`src/pkg/sct_regs.svh`:
```
// Functional notes
// - 8-bit up-counter, software clear, readable value
// - repeat mode: match clears, keeps counting
// - one-shot mode: match clears, then stops
// - count clock is oscillator divided 1/1..1/32
// - gate enable bit supplies clock, resets off
// - writing clear bit zeroes counter at once
// - clear bit always reads back zero
// - 8-bit match value, resets to zero
// - match interval is value plus one
// - run bit starts/stops, stop keeps count
// - run plus clear: clear then count
// - match sets flag only when enabled
// - flag drives level request to controller
// - write one clears flag, zero ignored
// - count register is read-only
`ifndef SCT_REGS_SVH
`define SCT_REGS_SVH

// register indexes; byte address is four times the index
`define SCT_IDX_DIV 18'h05065
`define SCT_IDX_CTL 18'h050c0
`define SCT_IDX_CNT 18'h050c1
`define SCT_IDX_CMP 18'h050c2
`define SCT_IDX_MSK 18'h050c3
`define SCT_IDX_FLG 18'h050c4
`define SCT_ADDR(i) ({(i), 2'b00})
`define SCT_AW 20

// field positions
`define SCT_CTL_RUN 0
`define SCT_CTL_MODE 1
`define SCT_CTL_CLR 4
`define SCT_DIV_EN 0
`define SCT_DIV_SEL 3:1
`define SCT_IRQ_BIT 0
`define SCT_BYTE 7:0

// reset values and limits
`define SCT_CNT_RST 8'h00
`define SCT_CMP_RST 8'h00
`define SCT_SEL_RST 3'h0
`define SCT_SEL_MAX 3'h5
`define SCT_PRE_W 5
`define SCT_ZERO32 32'h0000_0000

`endif

```
`src/pkg/sct_pkg.sv`:
```
package sct_pkg;
`include "sct_regs.svh"

    // run state of the counter
    typedef enum logic {
        SCT_STOP = 1'b0,
        SCT_RUN = 1'b1
    } sct_run_e;

    // divider state
    typedef struct packed {
        logic sync1;
        logic sync2;
        logic prev;
        logic [`SCT_PRE_W-1:0] pre;
        logic tick;
    } sct_div_s;

    // timer and bus state
    typedef struct packed {
        logic [7:0] cnt;
        logic [7:0] cmp;
        sct_run_e run;
        logic mode;
        logic [2:0] sel;
        logic gate;
        logic ie;
        logic flag;
        logic [31:0] rdata;
        logic err;
    } sct_top_s;

endpackage : sct_pkg

```
`src/hw/sct_top.sv`:
```
`timescale 1ns/10ps
module sct_top
    import sct_pkg::*;
(
    // clock and reset
    input wire logic pclk,
    input wire logic presetn,
    // apb slave
    input wire logic psel,
    input wire logic penable,
    input wire logic pwrite,
    input wire logic [`SCT_AW-1:0] paddr,
    input wire logic [31:0] pwdata,
    output logic [31:0] prdata,
    output logic pready,
    output logic pslverr,
    // low-speed oscillator pin
    input wire logic osc_clk,
    // level request to the interrupt controller
    output logic irq_req
);

    sct_top_s q; // registered state
    sct_top_s d; // next state

    // bus phases
    logic setup; // first cycle of a transfer
    logic access; // second cycle, completes at once
    logic wr; // write completes this edge

    // address decode
    logic hit_div;
    logic hit_ctl;
    logic hit_cnt;
    logic hit_cmp;
    logic hit_msk;
    logic hit_flg;
    logic mapped; // any register hit

    // timer events
    logic tick; // divided count strobe
    logic clr_wr; // software counter clear
    logic step; // counter advances this cycle
    logic match; // counter equals match value on a step
    logic flg_clr; // software write-one to the flag

    // divided, gated count strobe
    sct_div u_div (
        .pclk(pclk),
        .presetn(presetn),
        .osc_clk(osc_clk),
        .gate_en(q.gate),
        .div_sel(q.sel),
        .tick(tick)
    );

    // phase decode; the slave never inserts wait states, so every
    // access phase is also the completing one and the master needs
    // no retry path
    assign setup = psel & ~penable;
    assign access = psel & penable;
    assign wr = access & pwrite;

    // each register is one aligned word at four times its index;
    // the full address is compared, so aliases never hit a register
    assign hit_div = (paddr == `SCT_ADDR(`SCT_IDX_DIV));
    assign hit_ctl = (paddr == `SCT_ADDR(`SCT_IDX_CTL));
    assign hit_cnt = (paddr == `SCT_ADDR(`SCT_IDX_CNT));
    assign hit_cmp = (paddr == `SCT_ADDR(`SCT_IDX_CMP));
    assign hit_msk = (paddr == `SCT_ADDR(`SCT_IDX_MSK));
    assign hit_flg = (paddr == `SCT_ADDR(`SCT_IDX_FLG));
    assign mapped = hit_div | hit_ctl | hit_cnt | hit_cmp | hit_msk | hit_flg;

    // clear is a pure strobe, nothing is stored for it
    assign clr_wr = wr & hit_ctl & pwdata[`SCT_CTL_CLR];

    // the strobe only counts while running; a software clear in the
    // same cycle swallows the strobe, so a run-and-clear write always
    // restarts from zero rather than one
    assign step = tick & (q.run == SCT_RUN) & ~clr_wr;

    // compare happens on a step; the clear lands on that same step,
    // so the match value stays visible for a whole count period
    assign match = step & (q.cnt == q.cmp);

    // write of one to the flag bit clears it
    assign flg_clr = wr & hit_flg & pwdata[`SCT_IRQ_BIT];

    // next-state logic for registers, counter and bus answer
    always_comb begin
        d = q;

        // control register: run and mode are stored; mode changes are
        // only meaningful while stopped, nothing here guards against it
        if (wr && hit_ctl) begin
            d.run = sct_run_e'(pwdata[`SCT_CTL_RUN]);
            d.mode = pwdata[`SCT_CTL_MODE];
        end

        // match value register
        if (wr && hit_cmp) begin
            d.cmp = pwdata[`SCT_BYTE];
        end

        // interrupt enable register
        if (wr && hit_msk) begin
            d.ie = pwdata[`SCT_IRQ_BIT];
        end

        // divider control; changes are only safe while stopped
        if (wr && hit_div) begin
            d.sel = pwdata[`SCT_DIV_SEL];
            d.gate = pwdata[`SCT_DIV_EN];
        end

        // writes to the count register fall through untouched
        // counter: software clear beats any step; the match test only
        // looks at stepping cycles, so a stopped counter never matches
        if (clr_wr) begin
            // with run also written, counting restarts from zero
            d.cnt = `SCT_CNT_RST;
        end else if (match) begin
            d.cnt = `SCT_CNT_RST;
            if (q.mode) begin
                // one-shot: cleared and stopped on the same edge
                d.run = SCT_STOP;
            end
            // repeat mode keeps run set and wraps to zero
        end else if (step) begin
            d.cnt = q.cnt + 8'h01;
        end

        // flag: hardware set wins over a clear in the same cycle
        if (flg_clr) begin
            d.flag = 1'b0;
        end
        if (match && q.ie) begin
            d.flag = 1'b1;
        end

        // read data and error are captured in the setup cycle; the
        // word is frozen for the access phase, so a count that steps
        // between the two phases still returns one consistent value
        if (setup) begin
            d.err = ~mapped;
            d.rdata = `SCT_ZERO32;
            if (hit_ctl) begin
                // clear bit is write-only and reads zero
                d.rdata[`SCT_CTL_RUN] = q.run;
                d.rdata[`SCT_CTL_MODE] = q.mode;
            end else if (hit_cnt) begin
                d.rdata[`SCT_BYTE] = q.cnt;
            end else if (hit_cmp) begin
                d.rdata[`SCT_BYTE] = q.cmp;
            end else if (hit_msk) begin
                d.rdata[`SCT_IRQ_BIT] = q.ie;
            end else if (hit_flg) begin
                d.rdata[`SCT_IRQ_BIT] = q.flag;
            end else if (hit_div) begin
                d.rdata[`SCT_DIV_SEL] = q.sel;
                d.rdata[`SCT_DIV_EN] = q.gate;
            end
        end
    end

    // state register with defined reset values; the reset branch
    // assigns constants only, so no reset path depends on logic
    always_ff @(posedge pclk or negedge presetn) begin
        if (!presetn) begin
            q.cnt <= `SCT_CNT_RST;
            q.cmp <= `SCT_CMP_RST;
            q.run <= SCT_STOP;
            q.mode <= 1'b0;
            q.sel <= `SCT_SEL_RST;
            q.gate <= 1'b0;
            q.ie <= 1'b0;
            q.flag <= 1'b0;
            q.rdata <= `SCT_ZERO32;
            q.err <= 1'b0;
        end else begin
            q <= d;
        end
    end

    // bus outputs; read data comes straight from a flop
    // and the error is qualified by the access phase alone
    assign prdata = q.rdata;
    assign pready = 1'b1;
    assign pslverr = access & q.err;

    // the request is a level that lasts as long as the flag;
    // the controller must treat it as level triggered
    assign irq_req = q.flag;
endmodule : sct_top

```
`src/hw/sct_div.sv`:
```
`timescale 1ns/10ps
module sct_div
    import sct_pkg::*;
(
    // clock and reset
    input wire logic pclk,
    input wire logic presetn,
    // oscillator pin, asynchronous to pclk
    input wire logic osc_clk,
    // settings
    input wire logic gate_en,
    input wire logic [2:0] div_sel,
    // one-cycle count strobe
    output logic tick
);

    sct_div_s q; // registered state
    sct_div_s d; // next state
    logic [`SCT_PRE_W-1:0] mask; // prescaler bits that must be all ones
    logic rise; // rising edge of the synchronised oscillator

    // mask bit i is set when the ratio needs prescaler bit i
    for (genvar i = 0; i < `SCT_PRE_W; i++) begin : g_mask
        assign mask[i] = (div_sel > 3'(i));
    end

    // edge seen on the second synchroniser flop only
    assign rise = q.sync2 & ~q.prev;

    // next state: synchroniser, prescaler and strobe
    always_comb begin
        d = q;
        d.sync1 = osc_clk;
        d.sync2 = q.sync1;
        d.prev = q.sync2;
        d.tick = 1'b0;
        if (!gate_en || div_sel > `SCT_SEL_MAX) begin
            // gated or reserved code: no strobes, prescaler restarts
            d.pre = '0;
        end else if (rise) begin
            d.pre = q.pre + `SCT_PRE_W'(1);
            d.tick = ((q.pre & mask) == mask);
        end
    end

    // state register
    always_ff @(posedge pclk or negedge presetn) begin
        if (!presetn) begin
            q <= '0;
        end else begin
            q <= d;
        end
    end

    assign tick = q.tick;
endmodule : sct_div

```
`config.mk`:
```
export PLATFORM = sky130hd
export DESIGN_NAME = sct_top
export DESIGN_NICKNAME = d
export VERILOG_FILES = /design/src/pkg/sct_pkg.sv /design/src/hw/sct_top.sv /design/src/hw/sct_div.sv
export VERILOG_INCLUDE_DIRS = /design/src /design/src/pkg
export SDC_FILE = /design/constraint.sdc
export NUM_CORES = 1
export LEC_CHECK = 0
export BUFFER_PORTS_ARGS = -buffer_cell sky130_fd_sc_hd__buf_2
export CAP_MARGIN = 20
export CORE_AREA = 2 2 64 126
export CTS_CLUSTER_DIAMETER = 40
export DETAILED_ROUTE_END_ITERATION = 10
export DIE_AREA = 0 0 66 128
export HOLD_SLACK_MARGIN = 0.06
export PLACE_DENSITY = 0.64
export SKIP_LAST_GASP = 1
export SYNTH_ARGS = -nofsm -noshare
export SYNTH_HDL_FRONTEND = slang
export SYNTH_SLANG_ARGS = --single-unit
```
`constraint.sdc`:
```
create_clock -name pclk -period 1.6 [get_ports pclk]
set_clock_uncertainty 0.1 [all_clocks]
set_input_delay 0.16 -clock pclk [delete_from_list [all_inputs] [get_ports pclk]]
set_output_delay 0.16 -clock pclk [all_outputs]
set_load 0.02 [all_outputs]
```
==> summary by stage <==
Status
The run finished, with violations left. The final reports fail on setup timing.

Synth
The number of library cell types mapped by synthesis is 45. Summing every instance area after synthesis gives 2520 um^2. A synthesized cell averages about 9.6 um^2. The sequential share of the synthesized area is 41.7%. The main flop type after synthesis is sky130_fd_sc_hd__dfrtp_1. The number of cells produced by synthesis is ~260. The number of warnings issued by yosys is 0.

The number of flops mapped to enable cells by yosys is 0. In the synthesized netlist the async set-or-reset flop fraction comes to 100%. The flip-flop and latch count after synthesis is 42.

Setup path
The worst setup path is launched from a register. In this run the critical register-to-register path is captured at irq_req$_DFFE_PN0P_. Data on the critical path is required at its endpoint by around 1700 ps. The count of cells along the worst register-to-register path is 6. The setup path with the least slack is of type register to register.

Counting buffers and inverters, the worst setup path is 6 cells deep. Together, buffers and inverters on the worst path number 1. The end point of the critical path is irq_req$_DFFE_PN0P_. The biggest fanout along the worst timing path is 5. The slowest stage of the critical path belongs to the cell sky130_fd_sc_hd__dfrtp_1. The worst register-to-register path has a setup slack of -50 ps. The beginning of the worst register-to-register path is q[51]$_DFFE_PN0P_.

Data arrives at the worst endpoint at ~1800 ps. Traced cell by cell, the critical path runs through xor2_1 > nor4_2 > nand2_2 > buf_4 > nor2_2 > a31o_2. The start point of the critical path is q[51]$_DFFE_PN0P_. The kind of end point of the critical path is a register.

Among cell families on the critical path, the largest total delay comes from simple AND/OR/NAND/NOR gates. On the worst path, the slowest cell contributes a delay of 390 ps.

Routing
The pre-antenna-repair detailed-routing pass consisted of 4 iterations. The routed design has around 6 mm of wire. The post-detailed-route via-to-cell ratio is 4.86. Dividing the detail-routed wire length by the instance count gives approximately 14 um. Across all layers, the routed design uses 2152 vias.

The number of DRC markers in iteration 0 is between 60 and 70. The count of unresolved DRC violations after routing is 0. In this run the remaining antenna-violating nets after routing total 0.

Power
Summed over all nets, the switching power comes to approximately 580 uW. The worst ir drop on vdd is 0.000618 V. The share of power burned in combinational logic is 11.9%. Net switching is roughly 24% of the power.

The sum of internal, switching and leakage power is 2380 uW. In this run, the clock network consumes 42.5% of the power. The power per cell area is 723 nW/um^2. The cell leakage power is roughly 0.0016 uW.

The cell internal power dissipation is 1800 uW. Sequential cells account for 45.6% of the total power.

Final layout
The area growth from synthesis to layout is 30.4%. Once layout is done, the placed cells without fillers occupy roughly 3300 um^2. After the flow finishes, the layout carries non-filler instances totaling 443.

The final-layout fill cell count is 752. For this run, the post-layout net count is 408. In the final layout, the multi-input gates occupy 1310 um^2.

Across the whole layout, storage elements account for 1050 um^2. The repair_antennas step left the layout with diodes totalling 0. The proportion of layout cells with a drive suffix above 1 is 36.4%.

Global routing
Entering global routing, the biggest net connects 24 pins. The met2 demand-to-capacity share in global routing is 28.8%. Global routing used roughly 16% of the available tracks across all layers. The via count of the first global-routing pass is 2292. The met3 track demand over resource is 3.42%. The global-route wire length before repair is 10.3 mm.

In this run the most used layer during global routing was met2. The overflow left after global routing is 0. In the global route stage, met1 resource usage came out at between 10% and 20%. The initial antenna violation count came to 0.

Placement
The final HPWL from detailed placement is 4.90 mm. The post-place instance area is about 3000 um^2. The count of buffers added on input and output ports is 43. The post-placement cell count is between 400 and 500. The global placer's final weighted congestion is 0.894.

Floorplanning
The top-level I/O count is 93. The number of rows in the core area is 45. The starting density of the core is 33.4%. The die is roughly 130 um tall. The placeable core area is 7540 um^2.

The die area is 8450 um^2. The horizontal die dimension is 66 um.

CTS
The later pin in the worst-skew pair is clocked with a latency of 290 ps. In this run the deepest clock path goes through 2 buffers. The H-tree was split into 2 levels. The number of CTS-inserted buffers is 5. Clock tree synthesis selected as its root buffer the cell sky130_fd_sc_hd__clkbuf_16. The clock tree from TritonCTS is done. The clock-pin slew reported for the worst setup and hold paths after clock tree synthesis is roughly 60 ps.

The tree built by TritonCTS fans out to 42 sinks.

STA
The count of pins over their slew limit is 0. The maximum clock frequency is 0.608 GHz. The clock period minus worst slack is 1650 ps. Setup repair after global routing could not meet its margin everywhere.

The number of hold violations in the final report came to 0. The count of endpoints failing setup in the final report is 8. The final worst slack is -45.7 ps. In the finished design, the share of the clock period the worst path needs comes to 103%.

Min path
In this run the most critical hold path is launched from pwdata[1]. The min-delay analysis places its worst path in the category input port to register. Along the worst hold path, the cell count comes to 2.

Job
The count of max-cap constraint violations is 0.
==> cells in the final DEF, fill, tap and decap left out, drive strengths merged, types with 2 or more instances in the layout <==
cell	instances
a211o	2
a21o	2
a21oi	9
a22oi	4
a31oi	2
and2	2
and3	4
buf	87
clkbuf	7
conb	25
dfrtp	42
dlygate4sd3	6
ha	2
inv	7
mux2	14
mux2i	2
nand2	25
nand2b	3
nand3	8
nand4	11
nor2	24
nor2b	4
nor3	5
nor4	4
nor4b	2
o21ai	12
o22ai	3
o31ai	2
or3	2
xnor2	5
xor2	13
==> worst min-delay path by stage <==
| stage | end |
|---|---|
| 2_1_floorplan | irq_req$_DFFE_PN0P_ |
| 3_3_place_gp | q[48]$_DFFE_PN0P_ |
| 3_5_place_dp | q[48]$_DFFE_PN0P_ |
| 4_1_cts | q[36]$_DFFE_PN0P_ |
| 5_1_grt | q[38]$_DFFE_PN0P_ |
| 6_report | q[36]$_DFFE_PN0P_ |
==> registers in the layout, indices dropped and copies added, names as in the netlist <==
signal and count:
irq_req 1, prdata 8, q 24, u_div.d 2, u_div.q 6, u_div.tick 1
==> through the flow <==
step                      TNS (ps)  worst slack (ps)  hold slack, ps  util [%]
after floorplan               -344             -83.4            -236         -
after detailed placement     -5140              -270            51.0      40.1
final                         -222             -45.7            60.4      43.6
after global routing          -807              -104            61.8      43.6
after global placement       -4340              -210            43.5      40.1
after CTS                     -417             -58.3            65.0      43.1
==> per-layer routing <==
metal | vias to the layer above | part of all wire [%]
met4 | 0 | 6.7
li1 | 1034 | -
met3 | 26 | 5.0
met5 | - | 0
met2 | 82 | 55
met1 | 1010 | 34
==> final cells by class <==
type                            instances  share of cell area [%]
Multi-Input combinational cell        199                    39.7
Timing Repair Buffer                   93                    19.5
Clock inverter                          1                   0.152
Tap cell                               94                    3.58
Sequential cell                        42                    32.0
Clock buffer                            7                    4.34
Inverter                                7                   0.799
==> cell families (layout without fill, tap and decap cells) <==
group	count (synthesis)	count (layout)	share of synthesized area, %
AND/OR/NAND/NOR	98	98	21.7
AO/OA/AOI/OAI	40	40	9.82
adder cells (fa/ha/maj)	2	2	0.992
flip-flops	42	42	41.7
buffers and inverters	45	108	11.6
XOR/XNOR	18	18	6.25
other	2	25	0.298
multiplexers	16	16	7.64
==> Yosys cell counts, types with 2 or more instances <==
master	n	share of area, %
sky130_fd_sc_hd__ha_1	2	0.99
sky130_fd_sc_hd__nor3_1	3	0.60
sky130_fd_sc_hd__a22oi_1	4	1.2
sky130_fd_sc_hd__o22ai_1	3	0.74
sky130_fd_sc_hd__a211o_1	2	0.69
sky130_fd_sc_hd__o21ai_0	8	1.6
sky130_fd_sc_hd__nor2_1	24	3.6
sky130_fd_sc_hd__dfrtp_1	42	42
sky130_fd_sc_hd__o31ai_1	2	0.60
sky130_fd_sc_hd__xor2_1	13	4.5
sky130_fd_sc_hd__and3_1	4	0.99
sky130_fd_sc_hd__mux2_4	4	2.4
sky130_fd_sc_hd__inv_1	7	1.0
sky130_fd_sc_hd__nor4_1	4	0.99
sky130_fd_sc_hd__o21ai_1	4	0.79
sky130_fd_sc_hd__a21oi_1	9	1.8
sky130_fd_sc_hd__mux2i_1	2	0.79
sky130_fd_sc_hd__nor2b_1	4	0.99
sky130_fd_sc_hd__xnor2_1	5	1.7
sky130_fd_sc_hd__conb_1	2	0.30
sky130_fd_sc_hd__nand4_1	10	2.5
sky130_fd_sc_hd__nand2_1	23	3.4
sky130_fd_sc_hd__nand2_2	2	0.50
sky130_fd_sc_hd__nor3_2	2	0.79
sky130_fd_sc_hd__a21o_1	2	0.60
sky130_fd_sc_hd__a31oi_1	2	0.50
sky130_fd_sc_hd__nor4b_4	2	1.9
sky130_fd_sc_hd__nand3_1	8	1.6
sky130_fd_sc_hd__mux2_2	10	4.5
sky130_fd_sc_hd__nand2b_1	3	0.74
sky130_fd_sc_hd__buf_4	33	9.8
sky130_fd_sc_hd__clkbuf_1	5	0.74
==> power groups by stage <==
| stage | combinational (uW) | sequential [uW] | clock [uW] |
|---|---|---|---|
| after global routing | 313 | 1090 | 1080 |
| after CTS | 281 | 1090 | 1040 |
| after floorplan | 193 | 1100 | 0 |
| final | 283 | 1080 | 1010 |
| after detailed placement | 269 | 1100 | 0 |
| after global placement | 265 | 1100 | 0 |
==> repair_timing <==
item	4_1_cts	5_1_grt
resized for setup	3	9
buffers inserted	1	0
pin swaps	7	3
hold endpoints to repair	25	0
hold buffers	6	0
setup endpoints to repair	10	16
Power figures use the tool's default switching activity.
